<file path="src/common/ures_regs.vh">
// Register map, field layout and constants for the receive error status block
`ifndef URES_REGS_VH
`define URES_REGS_VH

// Register indexes, byte address is four times the index
`define URES_IDX_CTRL0     11'h420
`define URES_IDX_STAT0     11'h421
`define URES_IDX_DATA0     11'h422
`define URES_IDX_CTRL1     11'h424
`define URES_IDX_STAT1     11'h425
`define URES_IDX_DATA1     11'h426
`define URES_IDX_SCR       11'h440
`define URES_IDX_BAUD      11'h441
`define URES_IDX_IRQ_STAT  11'h442
`define URES_IDX_IRQ_MASK  11'h443

// Status fields
`define URES_ST_FE         3
`define URES_ST_BR         2
`define URES_ST_OE         1
`define URES_ST_STINT      0
// Control fields
`define URES_CT_MODE_LO    0
`define URES_CT_MODE_HI    1
`define URES_CT_REN        2
`define URES_CT_RI         3
`define URES_CT_RB8        4
// System configuration prescaler field
`define URES_SCR_PS_LO     2
`define URES_SCR_PS_HI     3

// Reset values
`define URES_STAT_RST      8'h00
`define URES_CTRL_RST      8'h00
`define URES_SCR_RST       8'h00
`define URES_BAUD_RST      8'h00
`define URES_IRQ_RST       4'h0

// Prescaler codes and last counts
`define URES_PS_DIV4       2'h0
`define URES_PS_DIV16      2'h1
`define URES_PS_DIV64      2'h2
`define URES_PS_RESV       2'h3
`define URES_PS_LAST4      6'h03
`define URES_PS_LAST16     6'h0F
`define URES_PS_LAST64     6'h3F
`define URES_BAUD_TOP      8'hFF

// Serial modes
`define URES_MODE_SHIFT    2'h0
`define URES_MODE_FIX9     2'h2

// Receiver timing in 16x ticks and bit counts
`define URES_MID_TICK      4'h7
`define URES_LAST_TICK     4'hF
`define URES_DATA8_LAST    4'h7
`define URES_DATA9_LAST    4'h8
`define URES_BRK_BITS10    4'h8
`define URES_BRK_BITS11    4'h9
`define URES_RUN_MAX       4'hF

// Bus responses
`define URES_RESP_OK       2'h0
`define URES_RESP_SLVERR   2'h2

`endif

</file>
<file path="src/ures_top.v">
// Two-port receive error status block with AXI4-Lite registers and timer prescaler
//
// Our own choice: the AXI4-Lite register port.
`timescale 1ns/1ns
`include "ures_regs.vh"
module ures_top (
    // Clock and reset
    input  wire        CORE_CLK,
    input  wire        ARST_N,
    // Serial receive lines
    input  wire        RX_LINE_0,
    input  wire        RX_LINE_1,
    // AXI4-Lite write address
    input  wire [12:0] S_AXI_AWADDR,
    input  wire [2:0]  S_AXI_AWPROT,
    input  wire        S_AXI_AWVALID,
    output wire        S_AXI_AWREADY,
    // AXI4-Lite write data
    input  wire [31:0] S_AXI_WDATA,
    input  wire [3:0]  S_AXI_WSTRB,
    input  wire        S_AXI_WVALID,
    output wire        S_AXI_WREADY,
    // AXI4-Lite write response
    output wire [1:0]  S_AXI_BRESP,
    output wire        S_AXI_BVALID,
    input  wire        S_AXI_BREADY,
    // AXI4-Lite read address
    input  wire [12:0] S_AXI_ARADDR,
    input  wire [2:0]  S_AXI_ARPROT,
    input  wire        S_AXI_ARVALID,
    output wire        S_AXI_ARREADY,
    // AXI4-Lite read data
    output wire [31:0] S_AXI_RDATA,
    output wire [1:0]  S_AXI_RRESP,
    output wire        S_AXI_RVALID,
    input  wire        S_AXI_RREADY,
    // Interrupts and timer clock enable
    output wire        RX_INT_0,
    output wire        RX_INT_1,
    output wire        IRQ,
    output wire        TIMER_TICK
);
    // Bus state
    reg        awready_ff;
    reg        wready_ff;
    reg        aw_got_ff;
    reg        w_got_ff;
    reg [12:0] aw_addr_ff;
    reg [7:0]  w_data_ff;
    reg        w_strb_ff;
    reg        bvalid_ff;
    reg [1:0]  bresp_ff;
    reg        arready_ff;
    reg        rvalid_ff;
    reg [7:0]  rdata_ff;
    reg [1:0]  rresp_ff;

    // Register state
    reg [7:0]  scr_ff;
    reg [7:0]  baud_ff;
    reg [3:0]  mode_ff;
    reg [1:0]  ren_ff;
    reg [1:0]  ri_ff;
    reg [1:0]  fe_ff;
    reg [1:0]  br_ff;
    reg [1:0]  oe_ff;
    reg [1:0]  stint_ff;
    reg [1:0]  rb8_ff;
    reg [15:0] rbuf_ff;
    reg [3:0]  ist_ff;
    reg [3:0]  imask_ff;
    reg [1:0]  rx_int_ff;
    reg        irq_ff;

    // Clock dividers
    reg [5:0]  ps_cnt_ff;
    reg [5:0]  ps_last;
    reg        ps_tick_ff;
    reg [7:0]  baud_cnt_ff;
    reg        var_tick_ff;
    reg        fix_ph_ff;
    reg        fix_tick_ff;

    // Next values
    reg [3:0]  nxt_mode;
    reg [1:0]  nxt_ren;
    reg [1:0]  nxt_ri;
    reg [1:0]  nxt_fe;
    reg [1:0]  nxt_br;
    reg [1:0]  nxt_oe;
    reg [1:0]  nxt_stint;
    reg [1:0]  nxt_rb8;
    reg [15:0] nxt_rbuf;
    reg [3:0]  nxt_ist;

    // Decode results
    reg [1:0]  wsel_ctrl;
    reg [1:0]  wsel_stat;
    reg        wsel_scr;
    reg        wsel_baud;
    reg        wsel_ist;
    reg        wsel_imask;
    reg        wr_map;
    reg        rd_map;
    reg [7:0]  rd_val;

    // Receiver results
    wire [1:0]  rx_done;
    wire [1:0]  rx_stop_bad;
    wire [1:0]  rx_d8;
    wire [1:0]  rx_brk;
    wire [15:0] rx_data;
    wire [1:0]  rx_rb8;
    wire [1:0]  rx_line = {RX_LINE_1, RX_LINE_0};

    wire [10:0] wr_idx  = aw_addr_ff[12:2];
    wire [10:0] rd_idx  = S_AXI_ARADDR[12:2];
    wire        wr_fire = aw_got_ff & w_got_ff & ~bvalid_ff;
    wire        wr_en   = wr_fire & w_strb_ff;
    wire [7:0]  wd      = w_data_ff;
    wire [1:0]  psel    = scr_ff[`URES_SCR_PS_HI:`URES_SCR_PS_LO];
    wire [3:0]  ev      = {rx_done[1] & rx_stop_bad[1] | rx_brk[1] | rx_d8[1] & ri_ff[1],
                           rx_done[0] & rx_stop_bad[0] | rx_brk[0] | rx_d8[0] & ri_ff[0],
                           rx_done};

    assign S_AXI_AWREADY = awready_ff;
    assign S_AXI_WREADY  = wready_ff;
    assign S_AXI_BRESP   = bresp_ff;
    assign S_AXI_BVALID  = bvalid_ff;
    assign S_AXI_ARREADY = arready_ff;
    assign S_AXI_RDATA   = {24'h00_0000, rdata_ff};
    assign S_AXI_RRESP   = rresp_ff;
    assign S_AXI_RVALID  = rvalid_ff;
    assign RX_INT_0      = rx_int_ff[0];
    assign RX_INT_1      = rx_int_ff[1];
    assign IRQ           = irq_ff;
    assign TIMER_TICK    = ps_tick_ff;

    genvar gi;
    generate
        for (gi = 0; gi < 2; gi = gi + 1)
        begin : g_port
            ures_rx u_rx (
                .clk        (CORE_CLK),
                .arst_n     (ARST_N),
                .rx_line    (rx_line[gi]),
                .tick16     ((mode_ff[2*gi+1 -: 2] == `URES_MODE_FIX9) ? fix_tick_ff : var_tick_ff),
                .enable     (ren_ff[gi] & (mode_ff[2*gi+1 -: 2] != `URES_MODE_SHIFT)),
                .nine_bit   (mode_ff[2*gi+1]),
                .frame_done (rx_done[gi]),
                .stop_bad   (rx_stop_bad[gi]),
                .data8_seen (rx_d8[gi]),
                .break_hit  (rx_brk[gi]),
                .data       (rx_data[8*gi+7 -: 8]),
                .rb8        (rx_rb8[gi])
            );
        end
    endgenerate

    // Write address decode
    always @*
    begin
        wsel_ctrl  = 2'h0;
        wsel_stat  = 2'h0;
        wsel_scr   = 1'b0;
        wsel_baud  = 1'b0;
        wsel_ist   = 1'b0;
        wsel_imask = 1'b0;
        wr_map     = 1'b1;
        if (wr_idx == `URES_IDX_CTRL0)
            wsel_ctrl[0] = wr_en;
        else if (wr_idx == `URES_IDX_STAT0)
            wsel_stat[0] = wr_en;
        else if (wr_idx == `URES_IDX_CTRL1)
            wsel_ctrl[1] = wr_en;
        else if (wr_idx == `URES_IDX_STAT1)
            wsel_stat[1] = wr_en;
        else if (wr_idx == `URES_IDX_SCR)
            wsel_scr = wr_en;
        else if (wr_idx == `URES_IDX_BAUD)
            wsel_baud = wr_en;
        else if (wr_idx == `URES_IDX_IRQ_STAT)
            wsel_ist = wr_en;
        else if (wr_idx == `URES_IDX_IRQ_MASK)
            wsel_imask = wr_en;
        else if ((wr_idx == `URES_IDX_DATA0) || (wr_idx == `URES_IDX_DATA1))
            wr_map = 1'b1;
        else
            wr_map = 1'b0;
    end

    // Read address decode
    always @*
    begin
        rd_map = 1'b1;
        rd_val = 8'h00;
        if (rd_idx == `URES_IDX_CTRL0)
            rd_val = {3'h0, rb8_ff[0], ri_ff[0], ren_ff[0], mode_ff[1:0]};
        else if (rd_idx == `URES_IDX_STAT0)
            rd_val = {4'h0, fe_ff[0], br_ff[0], oe_ff[0], stint_ff[0]};
        else if (rd_idx == `URES_IDX_DATA0)
            rd_val = rbuf_ff[7:0];
        else if (rd_idx == `URES_IDX_CTRL1)
            rd_val = {3'h0, rb8_ff[1], ri_ff[1], ren_ff[1], mode_ff[3:2]};
        else if (rd_idx == `URES_IDX_STAT1)
            rd_val = {4'h0, fe_ff[1], br_ff[1], oe_ff[1], stint_ff[1]};
        else if (rd_idx == `URES_IDX_DATA1)
            rd_val = rbuf_ff[15:8];
        else if (rd_idx == `URES_IDX_SCR)
            rd_val = scr_ff;
        else if (rd_idx == `URES_IDX_BAUD)
            rd_val = baud_ff;
        else if (rd_idx == `URES_IDX_IRQ_STAT)
            rd_val = {4'h0, ist_ff};
        else if (rd_idx == `URES_IDX_IRQ_MASK)
            rd_val = {4'h0, imask_ff};
        else
            rd_map = 1'b0;
    end

    // Flags: hardware set wins over a software clear in the same cycle
    integer i;
    always @*
    begin
        nxt_mode  = mode_ff;
        nxt_ren   = ren_ff;
        nxt_ri    = ri_ff;
        nxt_fe    = fe_ff;
        nxt_br    = br_ff;
        nxt_oe    = oe_ff;
        nxt_stint = stint_ff;
        nxt_rb8   = rb8_ff;
        nxt_rbuf  = rbuf_ff;
        for (i = 0; i < 2; i = i + 1)
        begin
            if (wsel_ctrl[i])
            begin
                nxt_mode[2*i]   = wd[`URES_CT_MODE_LO];
                nxt_mode[2*i+1] = wd[`URES_CT_MODE_HI];
                nxt_ren[i]      = wd[`URES_CT_REN];
            end
            if (wsel_stat[i])
                nxt_stint[i] = wd[`URES_ST_STINT];
            nxt_ri[i] = rx_done[i] | (ri_ff[i] & ~(wsel_ctrl[i] & ~wd[`URES_CT_RI]));
            nxt_fe[i] = (rx_done[i] & rx_stop_bad[i]) | (fe_ff[i] & ~(wsel_stat[i] & ~wd[`URES_ST_FE]));
            nxt_br[i] = rx_brk[i] | (br_ff[i] & ~(wsel_stat[i] & ~wd[`URES_ST_BR]));
            nxt_oe[i] = (rx_d8[i] & ri_ff[i]) | (oe_ff[i] & ~(wsel_stat[i] & ~wd[`URES_ST_OE]));
            if (rx_done[i])
            begin
                nxt_rb8[i]           = rx_rb8[i];
                nxt_rbuf[8*i+7 -: 8] = rx_data[8*i+7 -: 8];
            end
        end
        nxt_ist = ev | (ist_ff & ~(wsel_ist ? wd[3:0] : 4'h0));
    end

    always @(posedge CORE_CLK or negedge ARST_N)
    begin
        if (!ARST_N)
        begin
            mode_ff   <= 4'h0;
            ren_ff    <= 2'h0;
            ri_ff     <= 2'h0;
            fe_ff     <= 2'h0;
            br_ff     <= 2'h0;
            oe_ff     <= 2'h0;
            stint_ff  <= 2'h0;
            rb8_ff    <= 2'h0;
            rbuf_ff   <= 16'h0000;
            ist_ff    <= `URES_IRQ_RST;
            imask_ff  <= `URES_IRQ_RST;
            scr_ff    <= `URES_SCR_RST;
            baud_ff   <= `URES_BAUD_RST;
            rx_int_ff <= 2'h0;
            irq_ff    <= 1'b0;
        end
        else
        begin
            mode_ff   <= nxt_mode;
            ren_ff    <= nxt_ren;
            ri_ff     <= nxt_ri;
            fe_ff     <= nxt_fe;
            br_ff     <= nxt_br;
            oe_ff     <= nxt_oe;
            stint_ff  <= nxt_stint;
            rb8_ff    <= nxt_rb8;
            rbuf_ff   <= nxt_rbuf;
            ist_ff    <= nxt_ist;
            if (wsel_imask)
                imask_ff <= wd[3:0];
            if (wsel_scr)
                scr_ff <= wd;
            if (wsel_baud)
                baud_ff <= wd;
            rx_int_ff <= ri_ff | (stint_ff & (fe_ff | br_ff | oe_ff));
            irq_ff    <= |(ist_ff & imask_ff);
        end
    end

    // Timer clock prescaler
    always @*
    begin
        case (psel)
            `URES_PS_DIV4:  ps_last = `URES_PS_LAST4;
            `URES_PS_DIV16: ps_last = `URES_PS_LAST16;
            default:        ps_last = `URES_PS_LAST64;
        endcase
    end

    always @(posedge CORE_CLK or negedge ARST_N)
    begin
        if (!ARST_N)
        begin
            ps_cnt_ff   <= 6'h00;
            ps_tick_ff  <= 1'b0;
            baud_cnt_ff <= 8'h00;
            var_tick_ff <= 1'b0;
            fix_ph_ff   <= 1'b0;
            fix_tick_ff <= 1'b0;
        end
        else
        begin
            fix_ph_ff   <= ~fix_ph_ff;
            fix_tick_ff <= fix_ph_ff;
            var_tick_ff <= 1'b0;
            // Reserved code stops the timer clock
            if (psel == `URES_PS_RESV)
            begin
                ps_cnt_ff  <= 6'h00;
                ps_tick_ff <= 1'b0;
            end
            else if (ps_cnt_ff >= ps_last)
            begin
                ps_cnt_ff  <= 6'h00;
                ps_tick_ff <= 1'b1;
            end
            else
            begin
                ps_cnt_ff  <= ps_cnt_ff + 6'h01;
                ps_tick_ff <= 1'b0;
            end
            // Baud counter overflows from reload to give the 16x tick
            if (ps_tick_ff)
            begin
                if (baud_cnt_ff == `URES_BAUD_TOP)
                begin
                    baud_cnt_ff <= baud_ff;
                    var_tick_ff <= 1'b1;
                end
                else
                    baud_cnt_ff <= baud_cnt_ff + 8'h01;
            end
        end
    end

    // AXI4-Lite write channel
    always @(posedge CORE_CLK or negedge ARST_N)
    begin
        if (!ARST_N)
        begin
            awready_ff <= 1'b0;
            wready_ff  <= 1'b0;
            aw_got_ff  <= 1'b0;
            w_got_ff   <= 1'b0;
            aw_addr_ff <= 13'h0000;
            w_data_ff  <= 8'h00;
            w_strb_ff  <= 1'b0;
            bvalid_ff  <= 1'b0;
            bresp_ff   <= `URES_RESP_OK;
        end
        else
        begin
            if (awready_ff & S_AXI_AWVALID)
            begin
                aw_got_ff  <= 1'b1;
                aw_addr_ff <= S_AXI_AWADDR;
                awready_ff <= 1'b0;
            end
            else if (~aw_got_ff & ~bvalid_ff)
                awready_ff <= 1'b1;
            if (wready_ff & S_AXI_WVALID)
            begin
                w_got_ff  <= 1'b1;
                w_data_ff <= S_AXI_WDATA[7:0];
                w_strb_ff <= S_AXI_WSTRB[0];
                wready_ff <= 1'b0;
            end
            else if (~w_got_ff & ~bvalid_ff)
                wready_ff <= 1'b1;
            if (wr_fire)
            begin
                aw_got_ff <= 1'b0;
                w_got_ff  <= 1'b0;
                bvalid_ff <= 1'b1;
                bresp_ff  <= wr_map ? `URES_RESP_OK : `URES_RESP_SLVERR;
            end
            else if (bvalid_ff & S_AXI_BREADY)
                bvalid_ff <= 1'b0;
        end
    end

    // AXI4-Lite read channel
    always @(posedge CORE_CLK or negedge ARST_N)
    begin
        if (!ARST_N)
        begin
            arready_ff <= 1'b0;
            rvalid_ff  <= 1'b0;
            rdata_ff   <= 8'h00;
            rresp_ff   <= `URES_RESP_OK;
        end
        else if (arready_ff & S_AXI_ARVALID)
        begin
            arready_ff <= 1'b0;
            rvalid_ff  <= 1'b1;
            rdata_ff   <= rd_val;
            rresp_ff   <= rd_map ? `URES_RESP_OK : `URES_RESP_SLVERR;
        end
        else if (rvalid_ff & S_AXI_RREADY)
            rvalid_ff <= 1'b0;
        else if (~rvalid_ff)
            arready_ff <= 1'b1;
    end
endmodule // ures_top

</file>
<file path="src/ures_rx.v">
// Serial receiver with pin filter, framing, overrun hint and break detection
`timescale 1ns/1ns
`include "ures_regs.vh"
module ures_rx (
    // Clock and reset
    input  wire       clk,
    input  wire       arst_n,
    // Line and control
    input  wire       rx_line,
    input  wire       tick16,
    input  wire       enable,
    input  wire       nine_bit,
    // Results
    output reg        frame_done,
    output reg        stop_bad,
    output reg        data8_seen,
    output reg        break_hit,
    output reg  [7:0] data,
    output reg        rb8
);
    localparam ST_IDLE  = 2'h0;
    localparam ST_START = 2'h1;
    localparam ST_DATA  = 2'h2;
    localparam ST_STOP  = 2'h3;

    reg       s1_ff;
    reg       s2_ff;
    reg       s3_ff;
    reg       line_ff;
    reg [1:0] state_ff;
    reg [3:0] tick_ff;
    reg [3:0] bitc_ff;
    reg [8:0] shift_ff;
    reg [3:0] run_ff;

    wire [3:0] last_idx = nine_bit ? `URES_DATA9_LAST : `URES_DATA8_LAST;
    wire [3:0] brk_bits = nine_bit ? `URES_BRK_BITS11 : `URES_BRK_BITS10;
    wire       sample   = tick16 & (((state_ff == ST_START) & (tick_ff == `URES_MID_TICK)) |
                          (((state_ff == ST_DATA) | (state_ff == ST_STOP)) & (tick_ff == `URES_LAST_TICK)));

    // Pin filter: level moves once second and third stage agree
    always @(posedge clk or negedge arst_n)
    begin
        if (!arst_n)
        begin
            s1_ff   <= 1'b1;
            s2_ff   <= 1'b1;
            s3_ff   <= 1'b1;
            line_ff <= 1'b1;
        end
        else
        begin
            s1_ff <= rx_line;
            s2_ff <= s1_ff;
            s3_ff <= s2_ff;
            if (s2_ff == s3_ff)
                line_ff <= s3_ff;
        end
    end

    always @(posedge clk or negedge arst_n)
    begin
        if (!arst_n)
        begin
            state_ff   <= ST_IDLE;
            tick_ff    <= 4'h0;
            bitc_ff    <= 4'h0;
            shift_ff   <= 9'h000;
            frame_done <= 1'b0;
            stop_bad   <= 1'b0;
            data8_seen <= 1'b0;
            data       <= 8'h00;
            rb8        <= 1'b0;
        end
        else
        begin
            frame_done <= 1'b0;
            stop_bad   <= 1'b0;
            data8_seen <= 1'b0;
            if (!enable)
                state_ff <= ST_IDLE;
            else if (tick16)
            begin
                case (state_ff)
                    ST_IDLE:
                    begin
                        tick_ff <= 4'h0;
                        if (!line_ff)
                            state_ff <= ST_START;
                    end
                    ST_START:
                    begin
                        tick_ff <= tick_ff + 4'h1;
                        if (tick_ff == `URES_MID_TICK)
                        begin
                            tick_ff  <= 4'h0;
                            bitc_ff  <= 4'h0;
                            state_ff <= line_ff ? ST_IDLE : ST_DATA;
                        end
                    end
                    ST_DATA:
                    begin
                        tick_ff <= tick_ff + 4'h1;
                        if (tick_ff == `URES_LAST_TICK)
                        begin
                            shift_ff <= {line_ff, shift_ff[8:1]};
                            bitc_ff  <= bitc_ff + 4'h1;
                            if (bitc_ff == `URES_DATA8_LAST)
                                data8_seen <= 1'b1;
                            if (bitc_ff == last_idx)
                                state_ff <= ST_STOP;
                        end
                    end
                    default:
                    begin
                        tick_ff <= tick_ff + 4'h1;
                        if (tick_ff == `URES_LAST_TICK)
                        begin
                            frame_done <= 1'b1;
                            stop_bad   <= ~line_ff;
                            data       <= nine_bit ? shift_ff[7:0] : shift_ff[8:1];
                            rb8        <= nine_bit ? shift_ff[8] : line_ff;
                            state_ff   <= ST_IDLE;
                        end
                    end
                endcase
            end
        end
    end

    // Break: own run counter of low bit samples, start bit counted as bit 1
    always @(posedge clk or negedge arst_n)
    begin
        if (!arst_n)
        begin
            run_ff    <= 4'h0;
            break_hit <= 1'b0;
        end
        else
        begin
            break_hit <= sample & ~line_ff & ((run_ff + 4'h1) == brk_bits);
            if (!enable)
                run_ff <= 4'h0;
            else if (sample)
            begin
                if (line_ff)
                    run_ff <= 4'h0;
                else if (run_ff != `URES_RUN_MAX)
                    run_ff <= run_ff + 4'h1;
            end
        end
    end
endmodule // ures_rx

</file>
<file path="config.mk">
export PLATFORM = sky130hd
export DESIGN_NAME = ures_top
export DESIGN_NICKNAME = d
export VERILOG_FILES = /design/src/ures_top.v /design/src/ures_rx.v
export VERILOG_INCLUDE_DIRS = /design/src /design/src/common
export SDC_FILE = /design/constraint.sdc
export NUM_CORES = 1
export LEC_CHECK = 0
export BUFFER_PORTS_ARGS = -buffer_cell sky130_fd_sc_hd__buf_4
export CAP_MARGIN = 0
export CORE_MARGIN = 2
export CORE_UTILIZATION = 55
export CTS_CLUSTER_DIAMETER = 150
export DETAILED_ROUTE_END_ITERATION = 7
export PLACE_DENSITY_LB_ADDON = 0.05
export SYNTH_ARGS = -nofsm -noshare
export SYNTH_HDL_FRONTEND = slang
export SYNTH_SLANG_ARGS = --single-unit
</file>
<file path="constraint.sdc">
create_clock -name CORE_CLK -period 2.65 [get_ports CORE_CLK]
set_input_delay 0.3975 -clock CORE_CLK [delete_from_list [all_inputs] [get_ports CORE_CLK]]
set_output_delay 0.3975 -clock CORE_CLK [all_outputs]
set_load 0.1 [all_outputs]
</file>
; Word level (Yosys, flattened, before mapping)
; Cells that the tools add are included.
[word_totals]
register_bits = 200
latch_bits = 0
ramBits = 0
romBits = 0
inputBits = 77
out_inout_bits = 45
word_cells = 422
n_memories = 0
[classes]
n_addsub = 8
multipliers = 0
div_mod_pow = 0
n_lt_le_gt_ge = 1
n_eq_ne = 67
n_shift = 0
muxes = 162
bitwise_logic = 85
n_reduce_logical = 30
[ops]
columns = operator, count
row1 = 11-bit == test (second input constant), 20
row2 = 1-bit 2-to-1 mux, 104
row3 = 8-bit 2-to-1 mux, 11
row4 = 4-bit 2-to-1 mux, 19
row5 = 1-bit AND, 42
row6 = 2-bit 2-to-1 mux, 19
row7 = 4-bit case mux with 2 select lines, 4
row8 = 3-bit inequality test (second input constant), 10
row9 = 4-bit by 1-bit adder with 4-bit output (second input constant), 6
row10 = 2-bit nonzero test, 10
row11 = 1-bit NOT, 19
row12 = 4-bit by 3-bit == test with 1-bit output (second input constant), 4
row13 = 4-bit == test, 4
row14 = 4-bit inequality test (second input constant), 4
row15 = 1-bit OR, 16
row16 = 4-bit AND reduction, 4
row17 = 2-bit == test (second input constant), 7
row18 = 2-bit inequality test (second input constant), 7
row19 = 6-bit 2-to-1 mux, 2
row20 = 2-bit case mux with 3 select lines, 2
row21 = 6-bit case mux with 2 select lines, 1
row22 = 6-bit AND reduction, 2
row23 = 2-bit AND reduction, 5
row24 = 5-bit AND reduction, 2
row25 = 17 further kinds, 29

; Longest topological paths before layout
; Gate-level depths: netlist of run 1.
[logic_depth]
depth_word = 14
ltp_mapped = 8
mapped_depth_nobuf = 7

; By module
; From an unflattened synthesis of run 1, not the netlist that was laid out.
[hier_totals]
hier_cells = 882
area_unflattened_um2 = 9745.6
[by_module_without_submodules]
columns = module, n_inst, cells_each, area_each_um2, seq_area_each_um2
row1 = ures_top, 1, 527, 5714.2, 2902.8
row2 = ures_rx (g_port[0].u_rx), 1, 183, 2015.7, 1006.0
row3 = ures_rx (g_port[1].u_rx), 1, 172, 2015.7, 1006.0

; Worst setup path after synthesis of run 1
; Ideal clock, no wire load.
[synth_path]
path_type = flip-flop to flip-flop
start = register bvalid_ff (netlist: S_AXI_BVALID)
end = register scr_ff[0]
setup_ns = 0.125
t_arrival_ns = 2.479
required_ns = 2.525
setup_slack_ns = 0.046
stages_incl_launch_ff = 7
n_path_buf = 2
period_less_slack_ns = 2.604
cell_sequence = dfrtp_1 -> nand3b_1 -> or4_1 -> buf_6 -> or3_1 -> buf_6 -> mux2_4
[synth_via]
elab_chain_cells = 8
[synth_lines]
columns = element, line_no
row1 = start: declaration, ures_top.v:51  ; reg bvalid_ff;
row2 = start signal: assignment, ures_top.v:368  ; bvalid_ff <= 1'b0;
row3 = start signal: assignment, ures_top.v:394  ; bvalid_ff <= 1'b1;
row4 = start signal: assignment, ures_top.v:398  ; bvalid_ff <= 1'b0;
row5 = 1-bit NOT, ures_top.v:118  ; wire wr_fire = aw_got_ff & w_got_ff & ~bvalid_ff;
row6 = 1-bit AND, ures_top.v:118
row7 = 1-bit AND, ures_top.v:119  ; wire wr_en = wr_fire & w_strb_ff;
row8 = 1-bit 2-to-1 mux, ures_top.v:178  ; else if (wr_idx == `URES_IDX_SCR)
row9 = 1-bit 2-to-1 mux, ures_top.v:176  ; else if (wr_idx == `URES_IDX_STAT1)
row10 = 1-bit 2-to-1 mux, ures_top.v:174  ; else if (wr_idx == `URES_IDX_CTRL1)
row11 = 1-bit 2-to-1 mux, ures_top.v:172  ; else if (wr_idx == `URES_IDX_STAT0)
row12 = 1-bit 2-to-1 mux, ures_top.v:170  ; if (wr_idx == `URES_IDX_CTRL0)
row13 = end signal: assignment, ures_top.v:272  ; scr_ff <= `URES_SCR_RST;
row14 = end signal: assignment, ures_top.v:292  ; scr_ff <= wd;
row15 = end: declaration, ures_top.v:59  ; reg [7:0] scr_ff;
; No other way between the ends.
; A chain may end at the register's enable or synchronous reset.

; Worst setup path in the final report of run 1
[layout_path]
start = register aw_addr_ff[9]
end = register imask_ff[0]
[layout_via]
elab_chain_cells = 9
elab_cells_between_ends = 16
cone_classes = eq/ne: 8 / mux: 8
[layout_lines]
columns = element, line_no
row1 = start: declaration, ures_top.v:48  ; reg [12:0] aw_addr_ff;
row2 = start signal: assignment, ures_top.v:365  ; aw_addr_ff <= 13'h0000;
row3 = start signal: assignment, ures_top.v:376  ; aw_addr_ff <= S_AXI_AWADDR;
row4 = 11-bit == test (no source line), --
row5 = 1-bit 2-to-1 mux, ures_top.v:184  ; else if (wr_idx == `URES_IDX_IRQ_MASK)
row6 = 1-bit 2-to-1 mux, ures_top.v:182  ; else if (wr_idx == `URES_IDX_IRQ_STAT)
row7 = 1-bit 2-to-1 mux, ures_top.v:180  ; else if (wr_idx == `URES_IDX_BAUD)
row8 = 1-bit 2-to-1 mux, ures_top.v:178
row9 = 1-bit 2-to-1 mux, ures_top.v:176
row10 = 1-bit 2-to-1 mux, ures_top.v:174
row11 = 1-bit 2-to-1 mux, ures_top.v:172
row12 = 1-bit 2-to-1 mux *, ures_top.v:170
row13 = end signal: assignment, ures_top.v:271  ; imask_ff <= `URES_IRQ_RST;
row14 = end signal: assignment, ures_top.v:290  ; imask_ff <= wd[3:0];
row15 = end: declaration, ures_top.v:71  ; reg [3:0] imask_ff;
; Every way passes the cells marked *; elsewhere a longest branch is shown, timed or not.

==> results of run 1 <==
## synth_stat cells, drive strengths merged (12+ instances only)
library cell  count
nor3b            14
nand2           100
nor3             23
nand3            18
ha               12
a21oi            36
dfrtp           188
buf              32
mux2             79
o21ai            58
mux2i            28
nor2             50
clkbuf           29
inv              22
## registers in the layout, summed over array words and instances (netlist names), 4 cells and up
register              flops
aw_addr_ff               11
baud_cnt_ff               8
baud_ff                   8
g_port.u_rx.bitc_ff       8
g_port.u_rx.data         16
g_port.u_rx.run_ff        8
g_port.u_rx.shift_ff     18
g_port.u_rx.state_ff      4
g_port.u_rx.tick_ff       8
imask_ff                  4
ist_ff                    4
mode_ff                   4
ps_cnt_ff                 6
rbuf_ff                  16
rdata_ff                  8
scr_ff                    8
w_data_ff                 8
## worst register-to-register path, stage by stage, from the launching register on
cell and delay [ns]:
dfrtp_1 0.37, or4b_1 0.49, or4_1 0.53, buf_4 0.21
or3_1 0.44, mux2_2 0.31
## metrics by stage
stage               hold WS [ns]  total power (W)  utilization, %  instances  instance area [µm²]
finish                    0.0706          0.00812            64.1       1169                10700
global route              0.0461          0.00851            64.1       1169                10700
CTS                       0.0512          0.00820            64.1       1169                10700
detailed placement         0.348          0.00554            60.4       1136                10100
global placement           0.346          0.00547            60.4       1136                10100
floorplan                  0.102          0.00502               -        900                 9510
## worst paths after layout
| kind | startpoint | endpoint | slack (ns) | depth (start not counted) |
|---|---|---|---|---|
| max | aw_addr_ff[9] | imask_ff[0] | 0.19 | 5 |
| min | RX_LINE_1 | g_port[1].u_rx.s1_ff | 0.07 | 1 |
| max reg2reg | aw_addr_ff[9] | imask_ff[0] | 0.19 | 5 |
| min reg2reg | g_port[1].u_rx.s1_ff | g_port[1].u_rx.s2_ff | 0.36 | 0 |
| max in group asynchronous | ARST_N | aw_addr_ff[8] | 1.34 | 3 |
| min in group asynchronous | ARST_N | g_port[0].u_rx.data[5] | 0.53 | 2 |
## per-layer routing
layer  wire [µm]  vias to the layer above
li1            -                     3197
met4         447                        0
met1        9160                     3385
met5           0                        -
met2        9790                      149
met3         726                       31
## cell type report
class,instances,area (µm²)
clock buffers,20,457
clock inverters,12,151
fillers,1333,5970
inverters,22,82.6
multi-input cells,621,4180
flip-flops and latches,196,4910
well taps,220,275
repair buffers,78,619
## power by group
group          switching [W]  internal [W]
clock network        0.00111       0.00154
registers           0.000395       0.00332
logic                0.00120      0.000560
total                0.00270       0.00542
## timing repair
action / CTS / global route
hold endpoints to repair: 29 / 0
setup endpoints to repair: 0 / 0
hold buffers: 1 / 0
## cell families after synthesis
logic type | after synthesis | share of synthesized area (%)
and+or+nand+nor | 295 | 16.0
DFF | 196 | 52.2
AOI/OAI and AO/OA | 163 | 10.6
muxes | 111 | 13.7
buffers and inverters | 83 | 4.50
adders and majority gates | 14 | 1.81
xor gates and xnor gates | 12 | 1.12
other | 1 | 0.0398
## cells in the final DEF, fill, tap and decap left out, types with 8 or more instances in the layout
cell type  count
a21oi_1       36
a31oi_1        8
mux2_2        71
dfstp_2        8
nand3_1       18
o21ai_0       55
o211ai_1       8
nor2_1        50
ha_1          12
nor3_1        22
conb_1        26
dfrtp_1      188
inv_1         22
and3_1        11
nand2_1      100
nand3b_1      11
or4_1         10
mux2i_1       28
nand2b_1      11
clkbuf_16     17
nor3b_1       14
mux2_4         8
buf_4         74
o31ai_1        8
o21a_1         8
or3_1          9
nor2b_1       10
==> impl_metrics.sql, run 1 <==
INSERT INTO impl_metrics (metric_group, metric, value, unit) VALUES
('grt', 'initial_antenna_violation_count', '0', ''),
('floorplan', 'floorplan.core_area', '0.0166', 'mm²'),
('finish', 'drive_gt1_share', '21.5', '%'),
('clock_tree', 'post_cts.repair.setup_buffers', '0', ''),
('sta', 'period_minus_slack', '2.46', 'ns'),
('critical_path', 'cp_data_arrival_time', '2.77', 'ns'),
('critical_path', 'crit_path_top_delay_cell', 'or4_1', ''),
('critical_path', 'cp-start-kind', 'flop', ''),
('logic_synthesis', 'synth.avg_cell_area', '10.8', 'µm²'),
('finish', 'antenna_diode_count', '0', ''),
('grt', 'grt_remaining_overflow', '0', ''),
('logic_synthesis', 'post_synth_inst_count', '875', ''),
('clock_tree', 'clock_latency', '0.43', 'ns'),
('detailed_routing', 'drt-vias-per-instance', '5.78', ''),
('detailed_routing', 'drt_first_pass_iters', '4', ''),
('placement', 'globalplace.congestion', '0.859', ''),
('grt', 'grt-busiest-layer', 'met2', ''),
('logic_synthesis', 'synth.yosys.seq_area_share', '52.2', '%'),
('logic_synthesis', 'dominantRegCellSynth', 'dfrtp_1', ''),
('logic_synthesis', 'async_flop_share', '100', '%'),
('logic_synthesis', 'flip_flop_and_latch_count_after_synthesis', '196', ''),
('logic_synthesis', 'synth.distinct_cells', '64', ''),
('clock_tree', 'tritoncts', 'built', ''),
('logic_synthesis', 'syn-cell-area', '0.00942', 'mm²'),
('power_and_ir_drop', 'power_leakage', '4.95', 'nW'),
('sta', 'final.setup.tns', '0', 'ns'),
('critical_path', 'critical_path.n_buffers_inverters', '1', ''),
('critical_path', 'critical_path.max_fanout', '6', ''),
('placement', 'port_buffers', '58', ''),
('clock_tree', 'cts-htree-levels', '4', ''),
('grt', 'groute.layer.met1.usage', '31.5', '%'),
('floorplan', 'die_width', '135', 'µm'),
('finish', 'syn_to_final_growth', '13.3', '%'),
('sta', 'final_max_slew_viol_count', '0', ''),
('logic_synthesis', 'synth_largest_area_cell', 'dfrtp_1', ''),
('sta', 'timing.final.setup_violations', '0', ''),
('sta', 'finClkSkew', '0.00884', 'ns'),
('sta', 'timing.final.crit_share', '93.0', '%'),
('clock_tree', 'numClockSinks', '196', ''),
('grt', 'first_global_vias', '6748', ''),
('floorplan', 'io_pins', '122', ''),
('critical_path', 'crit_type', 'reg2reg', ''),
('critical_path', 'timing.critical_path.to_type', 'flop', ''),
('clock_tree', 'cts-resized-gates', '0', ''),
('run_status', 'result_of_the_run', 'finished, final reports clean', ''),
('sta', 'final.setup.worst_slack', '0.186', 'ns'),
('grt', 'track_usage', '23.4', '%'),
('logic_synthesis', 'yosysWarningCount', '0', ''),
('sta', 'transition_time_of_the_tightest_slew_check_pin', '1.23', 'ns'),
('power_and_ir_drop', 'max-vdd-ir-drop', '0.935', 'mV'),
('placement', 'pre_cts_slack', '0.182', 'ns'),
('sta', 'timing.slew.headroom', '17.1', '%'),
('detailed_routing', 'postRouteWirelength', '20.1', 'mm'),
('grt', 'grt_pass1_wl', '33.5', 'mm'),
('placement', 'place_hpwl', '14.5', 'mm'),
('detailed_routing', 'drt.antenna.violating_nets', '0', ''),
('grt', 'grtUsageMet3', '3.90', '%'),
('power_and_ir_drop', 'total_power_divided_by_cell_area', '761', 'mW/mm²'),
('logic_synthesis', 'netlist.area_leader.share', '49.9', '%'),
('clock_tree', 'cts-buffers-inserted', '17', ''),
('hold_path', 'worstHoldPathType', 'in2reg', ''),
('finish', 'final_nets', '1025', ''),
('job', 'max_cap_viols', '0', ''),
('grt', 'grt_max_degree', '71', ''),
('sta', 'report.final.hold_viol_count', '0', ''),
('sta', 'f_max', '0.406', 'GHz'),
('clock_tree', 'clkTransAtPathRegs', '0.07', 'ns'),
('floorplan', 'dieArea', '0.0182', 'mm²'),
('floorplan', 'die_h', '135', 'µm'),
('grt', 'grtUsageMet2', '38.5', '%'),
('critical_path', 'crit_required', '2.96', 'ns');
(Power assumes the default switching activity.)
==> inputs of run 2 (changes only) <==
Settings changed: BUFFER_PORTS_ARGS -buffer_cell sky130_fd_sc_hd__buf_4 to default, DONT_BUFFER_PORTS from default to 1.
Clock period 2.65 ns to 2.1 ns, I/O delays scaled along.
==> impl_metrics.sql, run 2 (synthesis results as in run 1) <==
INSERT INTO impl_metrics (metric_group, metric, value, unit) VALUES
('power_and_ir_drop', 'max-vdd-ir-drop', '1.08', 'mV'),
('sta', 'finClkSkew', '0.0108', 'ns'),
('sta', 'finalHoldWorstSlack', '-0.428', 'ns'),
('detailed_routing', 'postRouteWirelength', '20.4', 'mm'),
('finish', 'final_cell_mix', 'dfrtp_1, nand2_1, mux2_2, nor2_1, o21ai_0', ''),
('finish', 'layout_commonest_cell', 'dfrtp_1', ''),
('finish', 'final_nets', '997', ''),
('sta', 'transition_time_of_the_tightest_slew_check_pin', '0.568', 'ns'),
('critical_path', 'timing.critical_path.to_type', 'flop', ''),
('finish', 'largest_regs', 'g_port.u_rx.shift_ff (18), g_port.u_rx.data (16), rbuf_ff (16)', ''),
('floorplan', 'die_h', '135', 'µm'),
('floorplan', 'dieArea', '0.0182', 'mm²'),
('floorplan', 'floorplan.core_area', '0.0166', 'mm²'),
('finish', 'largest_register_ffs', '18', ''),
('floorplan', 'initial_core_util', '56.6', '%'),
('clock_tree', 'cts_root_buffer', 'clkbuf_16', ''),
('sta', 'timing.slew.headroom', '61.9', '%'),
('floorplan', 'floorplan.rows', '47', ''),
('sta', 'f_max', '0.420', 'GHz'),
('detailed_routing', 'drt_first_pass_iters', '4', ''),
('grt', 'grt_remaining_overflow', '0', ''),
('sta', 'final_max_slew_viol_count', '0', ''),
('finish', 'top_reg_by_flops', 'g_port.u_rx.shift_ff', ''),
('finish', 'stdcell_count', '1141', ''),
('clock_tree', 'tritoncts', 'built', ''),
('detailed_routing', 'starting_drc_count_in_detailed_routing', '406', ''),
('finish', 'drive_gt1_share', '20.2', '%'),
('clock_tree', 'clkTransAtPathRegs', '0.07', 'ns'),
('grt', 'track_usage', '23.5', '%'),
('power_and_ir_drop', 'design_power_total', '0.0104', 'W'),
('run_status', 'result_of_the_run', 'finished, violations left', ''),
('critical_path', 'crit_required', '2.42', 'ns'),
('finish', 'antenna_diode_count', '0', ''),
('run_status', 'violations', 'negative hold slack, negative setup slack', ''),
('placement', 'globalplace.congestion', '0.880', ''),
('clock_tree', 'cts-buffers-inserted', '17', ''),
('sta', 'rsz0062_at_grt', 'true', ''),
('grt', 'first_global_vias', '6495', ''),
('critical_path', 'cp_data_arrival_time', '2.70', 'ns'),
('floorplan', 'io_pins', '122', ''),
('job', 'max_cap_viols', '0', ''),
('sta', 'timing.final.setup_violations', '39', ''),
('sta', 'report.final.hold_viol_count', '196', ''),
('critical_path', 'critical_path.max_fanout', '7', ''),
('detailed_routing', 'vias', '6606', ''),
('power_and_ir_drop', 'power_leakage', '4.85', 'nW'),
('sta', 'timing.final.crit_share', '113', '%'),
('critical_path', 'cp-start-kind', 'flop', ''),
('grt', 'initial_antenna_violation_count', '0', ''),
('grt', 'grt_pass1_wl', '33.1', 'mm'),
('grt', 'grt_max_degree', '197', ''),
('detailed_routing', 'avgRoutedWirePerCell', '17.8', 'µm'),
('detailed_routing', 'drt.antenna.violating_nets', '0', ''),
('sta', 'final.setup.worst_slack', '-0.281', 'ns'),
('placement', 'port_buffers', '0', ''),
('placement', 'placed_cells_incl_taps', '1102', ''),
('clock_tree', 'clock_latency', '0.44', 'ns'),
('floorplan', 'die_width', '135', 'µm'),
('detailed_routing', 'drt-vias-per-instance', '5.79', ''),
('detailed_routing', 'drc_errors', '0', ''),
('critical_path', 'crit_type', 'reg2reg', ''),
('finish', 'syn_to_final_growth', '12.9', '%'),
('clock_tree', 'max-clock-path-buffers', '2', ''),
('placement', 'place_hpwl', '14.2', 'mm'),
('power_and_ir_drop', 'total_power_divided_by_cell_area', '979', 'mW/mm²'),
('clock_tree', 'numClockSinks', '196', ''),
('hold_path', 'worstHoldPathType', 'in2async', ''),
('sta', 'period_minus_slack', '2.38', 'ns'),
('clock_tree', 'cts-htree-levels', '4', '');
run 2: changes by cell type in the layout (fill, tap and decap cells not counted), sizes merged:
cell | before | now
clkbuf | 21 | 23
clkinv | 5 | 3
buf | 76 | 42
bufinv | 3 | 5
dlygate4sd3 | 1 | 8
inv | 24 | 22
clkinvlp | 2 | 1
run 2: timing repair:
item                       4_1_cts  5_1_grt
cloned                           0        0
gates resized for setup         18        5
hold buffers                     4        4
pin swaps                        4        1
buffers inserted                 0        0
setup endpoints to repair       46       61
hold endpoints to repair       200      200
run 2: path summary, 6_finish.rpt:
kind | from | endpoint | slack, ns | depth (start not counted)
setup reg to reg | aw_addr_ff[9] | stint_ff[1] | -0.28 | 5
min in group CORE_CLK | S_AXI_WSTRB[0] | w_strb_ff | 0.02 | 1
max in group asynchronous | ARST_N | g_port[1].u_rx.line_ff | 2.24 | 0
setup / recovery | aw_addr_ff[9] | stint_ff[1] | -0.28 | 5
hold reg to reg | g_port[0].u_rx.s1_ff | g_port[0].u_rx.s2_ff | 0.36 | 0
hold / removal | ARST_N | baud_cnt_ff[3] | -0.43 | 0
run 2: cell type report:
class,count,area (µm²)
Fill cell,1303,6010
Clock inverter,9,176
Inverter,22,82.6
Tap cell,220,275
Sequential cell,196,4920
Clock buffer,23,478
Multi-Input combinational cell,621,4280
Timing Repair Buffer,50,424
run 2: through the flow:
step                      setup slack, ns  utilization [%]  instance area (µm²)  hold slack (ns)  TNS, ns
final                              -0.281             63.9                10600           -0.428    -8.86
after global routing               -0.350             63.9                10600           -0.461   -11.49
after CTS                          -0.270             63.6                10600           -0.452    -8.77
after detailed placement           -0.369             59.1                 9830           0.0245   -11.24
after global placement             -0.328             59.1                 9830           0.0238   -10.67
after floorplan                    -0.244                -                 9550           0.0194    -6.55
run 2: worst max-delay path: stages, from the launching register on:
cell and delay [ns]:
dfrtp_1 0.37, or4b_1 0.52, or4_4 0.52, buf_6 0.16
or3_4 0.40, mux2_2 0.28
run 2: report_power, final:
part / switching (W) / total (W) / internal [W]
combinational: 0.00146 / 0.00213 / 0.000677
sequential: 0.000510 / 0.00471 / 0.00420
clock: 0.00136 / 0.00357 / 0.00221
run 2: per-layer routing:
layer	routed length [µm]	vias up	global-route usage, %
met4	442	0	7.19
met5	0	-	0
met1	8920	3283	30.3
li1	-	3145	-
met3	928	29	5.93
met2	10100	149	39.2
==> inputs of run 3 (changes only) <==
Settings changed: CORE_MARGIN 2 to default.
==> impl_metrics.sql, run 3 (synthesis results as in run 1) <==
INSERT INTO impl_metrics (metric_group, metric, value, unit) VALUES
('sta', 'transition_time_of_the_tightest_slew_check_pin', '0.606', 'ns'),
('clock_tree', 'cts-htree-levels', '4', ''),
('detailed_routing', 'postRouteWirelength', '19.7', 'mm'),
('critical_path', 'crit_required', '2.41', 'ns'),
('grt', 'grt_pass1_wl', '32.5', 'mm'),
('placement', 'port_buffers', '0', ''),
('critical_path', 'crit_type', 'reg2reg', ''),
('finish', 'layout_commonest_cell', 'dfrtp_1', ''),
('finish', 'stdcell_count', '1139', ''),
('detailed_routing', 'drc_errors', '0', ''),
('sta', 'rsz0062_at_grt', 'true', ''),
('critical_path', 'critical_path.max_fanout', '7', ''),
('critical_path', 'cp-start-kind', 'flop', ''),
('critical_path', 'crit_path_top_delay_cell', 'or4b_1', ''),
('detailed_routing', 'starting_drc_count_in_detailed_routing', '398', ''),
('placement', 'placed_cells_incl_taps', '1102', ''),
('finish', 'final_cell_mix', 'dfrtp_1, nand2_1, mux2_2, nor2_1, o21ai_0', ''),
('critical_path', 'timing.critical_path.to_type', 'flop', ''),
('sta', 'final.setup.worst_slack', '-0.306', 'ns'),
('finish', 'drive_gt1_share', '20.1', '%'),
('clock_tree', 'clkTransAtPathRegs', '0.07', 'ns'),
('clock_tree', 'cts-buffers-inserted', '17', ''),
('clock_tree', 'tritoncts', 'built', ''),
('detailed_routing', 'drt-vias-per-instance', '5.78', ''),
('detailed_routing', 'vias', '6584', ''),
('job', 'max_cap_viols', '0', ''),
('grt', 'first_global_vias', '6401', ''),
('critical_path', 'critPathMaxStageDelay', '0.53', 'ns'),
('hold_path', 'worstHoldPathType', 'in2async', ''),
('sta', 'timing.final.setup_violations', '39', ''),
('finish', 'syn_to_final_growth', '11.7', '%'),
('floorplan', 'initial_core_util', '56.6', '%'),
('floorplan', 'dieArea', '0.0177', 'mm²'),
('critical_path', 'cp_data_arrival_time', '2.72', 'ns'),
('sta', 'timing.final.crit_share', '115', '%'),
('clock_tree', 'cts_root_buffer', 'clkbuf_16', ''),
('sta', 'finalHoldWorstSlack', '-0.435', 'ns'),
('clock_tree', 'clock_latency', '0.44', 'ns'),
('power_and_ir_drop', 'design_power_total', '0.0100', 'W'),
('floorplan', 'io_pins', '122', ''),
('clock_tree', 'holdBufCountCts', '4', ''),
('detailed_routing', 'avgRoutedWirePerCell', '17.3', 'µm'),
('grt', 'grt_max_degree', '197', ''),
('placement', 'place_hpwl', '13.8', 'mm'),
('finish', 'largest_regs', 'g_port.u_rx.shift_ff (18), g_port.u_rx.data (16), rbuf_ff (16)', ''),
('floorplan', 'floorplan.rows', '47', ''),
('run_status', 'violations', 'negative hold slack, negative setup slack', ''),
('sta', 'timing.slew.headroom', '59.4', '%'),
('sta', 'finClkSkew', '0.00974', 'ns'),
('power_and_ir_drop', 'power_leakage', '4.79', 'nW'),
('power_and_ir_drop', 'max-vdd-ir-drop', '1.09', 'mV'),
('grt', 'initial_antenna_violation_count', '0', ''),
('critical_path', 'series_of_cell_instances_along_the_critical_path', 'or4b_1 -> or4_4 -> buf_6 -> or3_4 -> mux2_2', ''),
('detailed_routing', 'drt_first_pass_iters', '5', ''),
('power_and_ir_drop', 'total_power_divided_by_cell_area', '951', 'mW/mm²'),
('floorplan', 'die_width', '133', 'µm'),
('placement', 'globalplace.congestion', '0.853', ''),
('grt', 'grt_remaining_overflow', '0', ''),
('finish', 'largest_register_ffs', '18', ''),
('sta', 'period_minus_slack', '2.41', 'ns'),
('clock_tree', 'numClockSinks', '196', ''),
('floorplan', 'die_h', '133', 'µm'),
('grt', 'track_usage', '23.7', '%'),
('finish', 'antenna_diode_count', '0', ''),
('run_status', 'result_of_the_run', 'finished, violations left', ''),
('clock_tree', 'max-clock-path-buffers', '2', ''),
('floorplan', 'floorplan.core_area', '0.0166', 'mm²'),
('sta', 'report.final.hold_viol_count', '196', ''),
('finish', 'final_nets', '995', ''),
('detailed_routing', 'drt.antenna.violating_nets', '0', ''),
('sta', 'final_max_slew_viol_count', '0', ''),
('finish', 'top_reg_by_flops', 'g_port.u_rx.shift_ff', ''),
('sta', 'f_max', '0.416', 'GHz');
run 3: changes by cell type in the layout (fill, tap and decap cells not counted), moves of 2 or more:
cell | before | now
inv_6 | 0 | 3
nand2_1 | 98 | 100
clkbuf_1 | 3 | 1
dlygate4sd3_1 | 8 | 4
o21ai_2 | 6 | 4
bufinv_16 | 5 | 2
o21ai_1 | 5 | 7
nand2_2 | 2 | 0
clkinvlp_4 | 1 | 6
clkbuf_8 | 3 | 0
run 3: routing by layer:
layer	up-vias	GRT usage (%)	wire length, µm
met5	-	0	0
met4	0	8.62	393
met3	31	4.90	910
met2	174	38.9	9690
met1	3240	31.1	8720
li1	3139	-	-
run 3: layout make-up:
cell class	count	area [µm²]
fill	1324	6120
sequential	196	4920
multi-input combinational	621	4260
clock buffer	18	429
timing repair buffer	48	403
tap	220	275
clock inverter	14	154
inverter	22	82.6
run 3: metrics by stage:
step           instance area [µm²]  setup WS (ns)  hold slack (ns)  utilization [%]  setup TNS, ns
6_report                     10500         -0.306           -0.435             63.2          -9.71
5_1_grt                      10500         -0.335           -0.453             63.2         -11.34
4_1_cts                      10500         -0.294           -0.445             63.1          -9.72
3_5_place_dp                  9830         -0.403           0.0243             59.1         -12.56
3_3_place_gp                  9830         -0.326           0.0238             59.1         -10.55
2_1_floorplan                 9550         -0.244           0.0194                -          -6.55
run 3: worst paths after layout:
check                      slack, ns                   end  depth (start not counted)                  from
max in group asynchronous       2.19  g_port[1].u_rx.s2_ff                          0                ARST_N
min in group CORE_CLK           0.02         aw_addr_ff[3]                          1       S_AXI_AWADDR[3]
setup reg to reg               -0.31           stint_ff[0]                          5         aw_addr_ff[9]
hold reg to reg                 0.36  g_port[1].u_rx.s2_ff                          0  g_port[1].u_rx.s1_ff
setup / recovery               -0.31           stint_ff[0]                          5         aw_addr_ff[9]
hold / removal                 -0.44             scr_ff[5]                          0                ARST_N
run 3: timing repair:
action | CTS | global route
setup buffers | 0 | 1
gates resized for setup | 12 | 6
hold endpoints to repair | 200 | 196
cloned | 0 | 0
endpoints found under the setup margin | 50 | 56
pin swaps | 2 | 2
run 3: worst max-delay path, delay by kind of cell, from the launching register on:
kind,cells,cell delay [ns]
buf+inv,1,0.16
simple gates,3,1.46
flops,1,0.37
mux,1,0.29
run 3: where the power goes:
group          internal (W)  total [W]  switching, W
sequential          0.00420    0.00469      0.000486
clock               0.00176    0.00320       0.00144
combinational      0.000673    0.00212       0.00145
